### src/design/dyn_pkg.sv
package dyn_pkg;
    // Widths
    localparam int SW = 24;
    localparam int DW = 16;
    localparam int AW = 3;

    // Register offsets
    localparam logic [2:0] A_CTRL    = 3'h0;
    localparam logic [2:0] A_THRESH  = 3'h1;
    localparam logic [2:0] A_RATIO   = 3'h2;
    localparam logic [2:0] A_ATTACK  = 3'h3;
    localparam logic [2:0] A_RELEASE = 3'h4;
    localparam logic [2:0] A_OUTGAIN = 3'h5;
    localparam logic [2:0] A_KNEE    = 3'h6;
    localparam logic [2:0] A_STATUS  = 3'h7;

    // Control field positions
    localparam int CTRL_MODE = 0;
    localparam int CTRL_KEY  = 1;
    localparam int CTRL_FS   = 2;

    // Setting limits (index form)
    localparam logic [5:0] THR_MAX   = 6'h36;
    localparam logic [3:0] RATIO_INF = 4'hF;
    localparam logic [6:0] ATK_MAX   = 7'h78;
    localparam logic [7:0] REL_MAX   = 8'h9F;
    localparam logic [5:0] OUTG_MAX  = 6'h24;
    localparam logic [2:0] KNEE_MAX  = 3'h5;

    // Values after reset
    localparam logic [5:0] RST_THRESH  = 6'h24;
    localparam logic [3:0] RST_RATIO   = 4'h5;
    localparam logic [6:0] RST_ATTACK  = 7'h0A;
    localparam logic [7:0] RST_RELEASE = 8'h40;
    localparam logic [5:0] RST_OUTGAIN = 6'h00;
    localparam logic [2:0] RST_KNEE    = 3'h0;

    // Level arithmetic, dB scaled by 16
    localparam logic signed [12:0] THR_BIAS   = 13'sh0360;
    localparam logic        [7:0]  KNEE_HALF  = 8'h30;
    localparam logic        [11:0] GR_MAX     = 12'h600;
    localparam logic signed [9:0]  LOG_FS     = 10'sh170;
    localparam logic signed [11:0] DB_PER_OCT = 12'sh605;
    localparam logic signed [15:0] OCT_PER_DB = 16'sh2A85;
    localparam logic signed [12:0] LVL_FLOOR  = -13'sh0960;
    localparam int                 GR_FRAC    = 24;

    // Smoothing time constants, in samples (log2), and sample rates in kHz
    localparam logic [4:0]  REL_BASE  = 5'h08;
    localparam logic [15:0] REL_SLOPE = 16'h0015;
    localparam logic [15:0] FS_KHZ_48 = 16'h0030;
    localparam logic [15:0] FS_KHZ_44 = 16'h002C;
    localparam logic [15:0] FS_KHZ_32 = 16'h0020;

    typedef enum logic {
        compressor_program = 1'b0,
        expander_program   = 1'b1
    } mode_t;

    typedef enum logic [1:0] {
        fs_48k = 2'h0,
        fs_44k = 2'h1,
        fs_32k = 2'h2
    } fs_t;

    typedef struct packed {
        mode_t       mode;
        logic        key_ext;
        fs_t         fs;
        logic [5:0]  thresh;
        logic [3:0]  ratio;
        logic [6:0]  attack;
        logic [7:0]  rel_idx;
        logic [5:0]  outgain;
        logic [2:0]  knee;
    } cfg_t;

    typedef struct packed {
        logic                 valid;
        logic signed [SW-1:0] audio;
        logic signed [SW-1:0] key;
    } stream_t;

    typedef struct packed {
        logic                 valid;
        logic signed [SW-1:0] audio;
    } sample_t;

    function automatic logic [4:0] msb_pos(input logic [23:0] v);
        logic [4:0] p;
        p = 5'h00;
        for (int i = 0; i < 24; i++)
        begin
            if (v[i])
                p = 5'(i);
        end
        return p;
    endfunction
endpackage

### src/design/dynamics_compressor_expander.sv
// The register addresses and strobed register access were chosen for this implementation.
`timescale 1ns/1ps
`default_nettype none
module dynamics_compressor_expander
(
    // Clock and reset
    input  wire logic                   i_ref_clk,
    input  wire logic                   i_rst,
    // Register port
    input  wire logic [dyn_pkg::AW-1:0] i_addr,
    input  wire logic [dyn_pkg::DW-1:0] i_wdata,
    input  wire logic                   i_wr,
    input  wire logic                   i_rd,
    output logic      [dyn_pkg::DW-1:0] o_rdata,
    // Audio stream
    input  wire dyn_pkg::stream_t       i_in,
    output dyn_pkg::sample_t            o_out
);
    import dyn_pkg::*;

    cfg_t                 cfg;
    cfg_t                 next_cfg;
    logic [DW-1:0]        next_rdata;
    logic                 det_valid;
    logic signed [SW-1:0] det_audio;
    logic signed [12:0]   lvl;
    logic signed [12:0]   thr16;
    logic signed [13:0]   lvl_x;
    logic signed [13:0]   thr_x;
    logic [7:0]           kh;
    logic [13:0]          kd;
    logic [25:0]          raw;
    logic [11:0]          target;
    logic [35:0]          acc;
    logic [35:0]          next_acc;
    logic [35:0]          tgt_acc;
    logic [11:0]          gr;
    logic [15:0]          fs_khz;
    logic [4:0]           s_att;
    logic [4:0]           s_rel;
    logic                 v2;
    logic signed [SW-1:0] a2;
    logic signed [12:0]   g;
    logic signed [28:0]   g2full;
    logic signed [9:0]    g2;
    logic signed [5:0]    oct;
    logic [4:0]           sh;
    logic [15:0]          lin;
    logic signed [40:0]   prod;
    logic signed [40:0]   sc;
    sample_t              next_out;

    // Share of the reduction kept, 1 - 1/ratio in Q8
    function automatic logic [8:0] comp_factor(input logic [3:0] r);
        case (r)
            4'h0:    return 9'h000;
            4'h1:    return 9'h017;
            4'h2:    return 9'h03B;
            4'h3:    return 9'h055;
            4'h4:    return 9'h069;
            4'h5:    return 9'h080;
            4'h6:    return 9'h09A;
            4'h7:    return 9'h0AB;
            4'h8:    return 9'h0B7;
            4'h9:    return 9'h0C0;
            4'hA:    return 9'h0CD;
            4'hB:    return 9'h0D5;
            4'hC:    return 9'h0E0;
            4'hD:    return 9'h0E6;
            4'hE:    return 9'h0F3;
            default: return 9'h100;
        endcase
    endfunction

    // Ratio minus one in Q4; infinity saturates the reduction
    function automatic logic [11:0] exp_factor(input logic [3:0] r);
        case (r)
            4'h0:    return 12'h000;
            4'h1:    return 12'h002;
            4'h2:    return 12'h005;
            4'h3:    return 12'h008;
            4'h4:    return 12'h00B;
            4'h5:    return 12'h010;
            4'h6:    return 12'h018;
            4'h7:    return 12'h020;
            4'h8:    return 12'h028;
            4'h9:    return 12'h030;
            4'hA:    return 12'h040;
            4'hB:    return 12'h050;
            4'hC:    return 12'h070;
            4'hD:    return 12'h090;
            4'hE:    return 12'h130;
            default: return 12'hFFF;
        endcase
    endfunction

    // Soft knee: half slope across the knee keeps the curve continuous
    function automatic logic [13:0] knee_map(input logic signed [13:0] e,
                                             input logic [7:0] w);
        logic signed [13:0] k;
        k = signed'({6'h00, w});
        if (e >= k)
            return 14'(e);
        else if (e <= -k)
            return 14'h0000;
        else
            return 14'((e + k) >>> 1);
    endfunction

    function automatic logic [5:0] clamp6(input logic [5:0] v,
                                          input logic [5:0] lim);
        return (v > lim) ? lim : v;
    endfunction

    level_detector u_det
    (
        .i_ref_clk (i_ref_clk),
        .i_rst     (i_rst),
        .i_in      (i_in),
        .i_key_ext (cfg.key_ext),
        .o_valid   (det_valid),
        .o_audio   (det_audio),
        .o_level   (lvl)
    );

    // Register file
    always_comb
    begin
        next_cfg   = cfg;
        next_rdata = '0;
        if (i_wr)
        begin
            case (i_addr)
                A_CTRL:
                begin
                    next_cfg.mode    = mode_t'(i_wdata[CTRL_MODE]);
                    next_cfg.key_ext = i_wdata[CTRL_KEY];
                    next_cfg.fs      = (i_wdata[CTRL_FS+:2] == 2'h3) ?
                                       fs_32k : fs_t'(i_wdata[CTRL_FS+:2]);
                end
                A_THRESH:  next_cfg.thresh = clamp6(i_wdata[5:0],
                                                    THR_MAX);
                A_RATIO:   next_cfg.ratio = i_wdata[3:0];
                A_ATTACK:  next_cfg.attack = (i_wdata[6:0] > ATK_MAX) ?
                                             ATK_MAX : i_wdata[6:0];
                A_RELEASE: next_cfg.rel_idx = (i_wdata[7:0] > REL_MAX) ?
                                              REL_MAX : i_wdata[7:0];
                A_OUTGAIN: next_cfg.outgain = clamp6(i_wdata[5:0],
                                                     OUTG_MAX);
                A_KNEE:    next_cfg.knee = (i_wdata[2:0] > KNEE_MAX) ?
                                           KNEE_MAX : i_wdata[2:0];
                default:   next_cfg = cfg;
            endcase
        end
        if (i_rd)
        begin
            case (i_addr)
                A_CTRL:    next_rdata = DW'({cfg.fs, cfg.key_ext, cfg.mode});
                A_THRESH:  next_rdata = DW'(cfg.thresh);
                A_RATIO:   next_rdata = DW'(cfg.ratio);
                A_ATTACK:  next_rdata = DW'(cfg.attack);
                A_RELEASE: next_rdata = DW'(cfg.rel_idx);
                A_OUTGAIN: next_rdata = DW'(cfg.outgain);
                A_KNEE:    next_rdata = DW'(cfg.knee);
                default:   next_rdata = DW'(gr);
            endcase
        end
    end

    always_ff @(posedge i_ref_clk)
    begin
        if (i_rst)
        begin
            cfg     <= '{compressor_program, 1'b0, fs_48k, RST_THRESH,
                         RST_RATIO, RST_ATTACK, RST_RELEASE, RST_OUTGAIN,
                         RST_KNEE};
            o_rdata <= '0;
        end
        else
        begin
            cfg     <= next_cfg;
            o_rdata <= next_rdata;
        end
    end

    // Static curve and per-sample gain smoothing
    always_comb
    begin
        thr16 = signed'({3'b000, cfg.thresh, 4'h0}) - THR_BIAS;
        lvl_x = {lvl[12], lvl};
        thr_x = {thr16[12], thr16};
        kh    = 8'(cfg.knee * KNEE_HALF);
        if (cfg.mode == compressor_program)
        begin
            kd  = knee_map(lvl_x - thr_x, kh);
            raw = (26'(kd) * 26'(comp_factor(cfg.ratio))) >> 8;
        end
        else
        begin
            kd  = knee_map(thr_x - lvl_x, kh);
            raw = (26'(kd) * 26'(exp_factor(cfg.ratio))) >> 4;
        end
        target  = (raw > 26'(GR_MAX)) ? GR_MAX : raw[11:0];
        tgt_acc = {target, {GR_FRAC{1'b0}}};
        case (cfg.fs)
            fs_44k:  fs_khz = FS_KHZ_44;
            fs_32k:  fs_khz = FS_KHZ_32;
            default: fs_khz = FS_KHZ_48;
        endcase
        // Attack in ms follows the rate; release is fixed in samples,
        // so its time in seconds scales with the rate by itself
        s_att = msb_pos(24'(16'(cfg.attack) * fs_khz));
        s_rel = REL_BASE + 5'((16'(cfg.rel_idx) * REL_SLOPE) >> 8);
        next_acc = acc;
        if (det_valid)
        begin
            if (tgt_acc > acc)
                next_acc = (cfg.attack == '0) ? tgt_acc :
                           acc + ((tgt_acc - acc) >> s_att);
            else
                next_acc = acc - ((acc - tgt_acc) >> s_rel);
        end
    end

    // Gain state lives per instance, one per path
    always_ff @(posedge i_ref_clk)
    begin
        if (i_rst)
        begin
            acc <= '0;
            v2  <= 1'b0;
            a2  <= '0;
        end
        else
        begin
            acc <= next_acc;
            v2  <= det_valid;
            a2  <= det_valid ? det_audio : a2;
        end
    end

    assign gr = acc[35:GR_FRAC];

    // dB gain to linear Q12, then apply
    always_comb
    begin
        g      = signed'(13'({cfg.outgain, 3'b000})) -
                 signed'({1'b0, gr});
        g2full = 29'(g) * 29'(OCT_PER_DB);
        // Round to the nearest sixteenth octave; truncation loses up to 4 % gain
        g2     = g2full[25:16] + 10'(g2full[15]);
        oct    = g2[9:4];
        sh     = 5'(6'sd3 - oct);
        lin    = 16'({1'b1, g2[3:0]}) << 11 >> sh;
        prod   = 41'(a2) * 41'(signed'({1'b0, lin}));
        sc     = prod >>> 12;
        next_out.valid = v2;
        if (!v2)
            next_out.audio = o_out.audio;
        else if (sc > 41'sh7FFFFF)
            next_out.audio = {1'b0, {(SW-1){1'b1}}};
        else if (sc < -41'sh800000)
            next_out.audio = {1'b1, {(SW-1){1'b0}}};
        else
            next_out.audio = sc[SW-1:0];
    end

    always_ff @(posedge i_ref_clk)
    begin
        if (i_rst)
            o_out <= '0;
        else
            o_out <= next_out;
    end
endmodule
`default_nettype wire

### src/design/level_detector.sv
`timescale 1ns/1ps
`default_nettype none
module level_detector
(
    // Clock and reset
    input  wire logic                   i_ref_clk,
    input  wire logic                   i_rst,
    // Stream in and key choice
    input  wire dyn_pkg::stream_t       i_in,
    input  wire logic                   i_key_ext,
    // Delayed audio and key level
    output logic                        o_valid,
    output logic signed [dyn_pkg::SW-1:0] o_audio,
    output logic signed [12:0]          o_level
);
    import dyn_pkg::*;

    logic signed [SW-1:0] src;
    logic        [SW-1:0] mag;
    logic        [4:0]    pos;
    logic        [27:0]   norm;
    logic signed [9:0]    rel2;
    logic signed [21:0]   prod;
    logic signed [12:0]   next_level;

    always_comb
    begin
        src = i_key_ext ? i_in.key : i_in.audio;
        if (src == {1'b1, {(SW-1){1'b0}}})
            mag = {1'b0, {(SW-1){1'b1}}};
        else if (src[SW-1])
            mag = SW'(-src);
        else
            mag = SW'(src);
        pos  = msb_pos(mag);
        // Four bits under the leading one give a linear log2 fraction
        norm = {mag, 4'h0} >> pos;
        rel2 = signed'({1'b0, pos, norm[3:0]}) - LOG_FS;
        prod = 22'(rel2) * 22'(DB_PER_OCT);
        if (mag == '0)
            next_level = LVL_FLOOR;
        else
            next_level = prod[20:8];
    end

    always_ff @(posedge i_ref_clk)
    begin
        if (i_rst)
        begin
            o_valid <= 1'b0;
            o_audio <= '0;
            o_level <= LVL_FLOOR;
        end
        else
        begin
            o_valid <= i_in.valid;
            o_audio <= i_in.valid ? i_in.audio : o_audio;
            o_level <= i_in.valid ? next_level : o_level;
        end
    end
endmodule
`default_nettype wire

### config.mk
export PLATFORM = sky130hd
export DESIGN_NAME = dynamics_compressor_expander
export DESIGN_NICKNAME = d
export VERILOG_FILES = /design/src/design/dyn_pkg.sv /design/src/design/dynamics_compressor_expander.sv /design/src/design/level_detector.sv
export SDC_FILE = /design/constraint.sdc
export NUM_CORES = 2
export LEC_CHECK = 0
export BUFFER_PORTS_ARGS = -buffer_cell sky130_fd_sc_hd__buf_2
export CORE_ASPECT_RATIO = 0.6
export CORE_MARGIN = 10
export CORE_UTILIZATION = 65
export CTS_CLUSTER_DIAMETER = 40
export DETAILED_ROUTE_END_ITERATION = 7
export MAX_ROUTING_LAYER = met4
export PLACE_DENSITY = 0.79
export SETUP_SLACK_MARGIN = 0.3
export SYNTH_ARGS = -nofsm -noshare
export SYNTH_HDL_FRONTEND = slang
export SYNTH_HIERARCHICAL = 1
export SYNTH_SLANG_ARGS = --single-unit
export TNS_END_PERCENT = 20
### constraint.sdc
create_clock -name i_ref_clk -period 31.2 [get_ports i_ref_clk]
set_clock_uncertainty 0.2 [all_clocks]
set_input_delay 4.68 -clock i_ref_clk [delete_from_list [all_inputs] [get_ports i_ref_clk]]
set_output_delay 4.68 -clock i_ref_clk [all_outputs]
set_load 0.01 [all_outputs]
==> flow_summary.ini <==
[detailed_routing]
drt_iter0_drc = 5369
ant_nets = 0
drc = 1
wl_per_cell_um = 20.39
first_pass_iters = 8
via_per_inst = 6.238
wl_um = 147800
num_vias = 45221

[floorplan]
core-area_um2 = 77300
die_w_um = 379.9
ios = 113
start_util_pct = 65.36
core.rowCount = 79
die_y_um = 236.0
die-area_um2 = 89640

[layout]
synthToLayoutAreaGrowth_pct = 3.616
fin_nets = 7461
drive_above_1_share_pct = 5.412
multi_input_area_um2 = 42080
seqCellArea_um2 = 3869
fillers = 6474

[min_path]
hold_path_class = flop to flop
hp-start = u_det/o_level[4]
holdPathStages = 2

[yosys]
syn-instance-count = 6282
yosysMostFrequentCell = inv_1
netlist_top_cells_area = fa_1, ha_1, dfxtp_1, inv_1, nand2_1
syn_avg_cell_area_um2 = 8.042
yosys.area.top_type = fa_1
async_reset_ff_share_pct = 0
ys_seq_area_share_pct = 7.648
syn_area_um2 = 50520
synth-edff-count = 0
synth_top_area_share_pct = 25.20
synth_common_cells = inv_1, nand2_1, fa_1
ys_ff_latch = 193
synth_cell_types = 130
synth-warning-count = 6
yosys_most_used_dff = dfxtp_1

[setup_path]
cpPeakStageDelay_ps = 950
cp_max_fo = 13
critical_path_cell_count = 74
path_class = flop to flop
cp-start-kind = flop
r2r-start = cfg[29]
cp.arrival_ps = 21520
crit_slowest_cell = o22ai_1
cp-end-kind = flop
crit_required_ps = 31400
ff2ff_path_depth = 74
worst-path-buf-inv = 8
crit_family = compound AO/OA/AOI/OAI gates
crit_path_start = cfg[29]

[outcome]
status = finished with violations
failed_checks = DRC

[clock_network]
clk_pin_slew_ps = 90
cts_buffers = 17
cts.sinks = 193
ctsRootBufferMaster = clkbuf_16
clock_latency_ps = 540
clk_path_buf_depth = 2
post_cts_buffers = 0
htreeDepth = 4
cts-hold-fix-buffers = 0
cts_tree = done
cts_resized = 0

[global_route]
grt_max_degree = 74
antenna_found_initial = 3
grt_pass1_vias = 43551
overflow = 0
grt_pass1_wl_um = 238700
grt_use_total_pct = 33.48

[sta]
drv_slew = 0
worst_slew_pin_slew_ps = 1293
min_period_ps = 21320
final_hold_viol_count = 0
setup_tns_ps = 0
max_clock_freq_ghz = 0.04691
period_share_pct = 68.33
maxSlewHeadroom_pct = 13.77
rsz0062_at_grt = no
setup_viol = 0

[flow_run]
drv_cap = 0

[place]
io_buffers = 100
place.gp.congestion = 1.061
dp_hpwl_um = 120000
==> sequential cells by signal, indices dropped and copies added, names as in the netlist, named ones only <==
register       flops
cfg               38
o_rdata           12
u_det/o_level     13
acc               36
o_out             25
v2                 1
u_det/o_audio     24
u_det/o_valid      1
a2                24
==> stage by stage <==
| stage | cells | setup slack (ps) | hold slack [ps] | instance area [µm²] | utilization (%) |
|---|---|---|---|---|---|
| 2_1_floorplan | 6286 | 14570 | 225.0 | 50540 | - |
| 3_3_place_gp | 7211 | 11140 | 245.5 | 51710 | 66.90 |
| 3_5_place_dp | 7211 | 10810 | 257.6 | 51710 | 66.90 |
| 4_1_cts | 7243 | 10680 | 278.3 | 52330 | 67.70 |
| 5_1_grt | 7246 | 8746 | 309.8 | 52340 | 67.71 |
| 6_report | 7249 | 9881 | 276.6 | 52350 | 67.72 |
==> cell type report <==
cell class                 count  area share, %
timing repair buffer         158          1.793
multi-input combinational   4873          80.39
clock buffer                  17         0.8127
antenna                        6        0.02868
inverter                     934          6.697
clock inverter                15         0.3729
sequential                   193          7.390
tap                         1053          2.517
==> final timing paths <==
| path | endpoint | slack [ps] |
|---|---|---|
| worst min register to register | u_det/o_level[4] | 280 |
| worst max register to register | acc[35] | 9880 |
| worst max-delay path | acc[35] | 9880 |
| worst min-delay path | u_det/o_level[4] | 280 |
==> cells in the final DEF, fill, tap and decap left out, types with 139 or more instances in the layout <==
cell type,instances
a21oi_1,301
and2_1,216
dfxtp_1,191
fa_1,636
ha_1,576
inv_1,927
mux2i_1,186
nand2_1,705
nor2_1,481
nor3_1,139
o21ai_0,184
xnor2_1,161
==> worst min-delay path: cells and delay by family, from the launching register on <==
family | cells | cell delay, ps
flops | 1 | 330
compound gates | 1 | 60
simple gates | 1 | 50
==> cell families (layout without fill, tap and decap cells) <==
family                   after synthesis  count (layout)  share of synthesized area, %
buffers and inverters               1220            1124                         9.292
AO/OA/AOI/OAI                       1167            1167                         15.61
multiplexers                         211             211                         4.418
other                                  1              11                      0.007423
XOR/XNOR                             261             261                         4.594
AND/OR/NAND/NOR                     2016            2016                         18.94
adder cells (fa/ha/maj)             1213            1213                         39.49
flip-flops                           193             193                         7.648
==> per-layer routing <==
layer	track usage (%)	share of wire [%]	vias to the layer above
li1	-	-	20709
met1	49.82	45	21858
met2	45.02	40	2484
met3	9.687	14	170
met4	5.160	1.2	0
met5	-	0	-
Power is left out: the tool's default activity adds up to more than one toggle a clock period on the data nets, which glitch-free logic cannot reach.
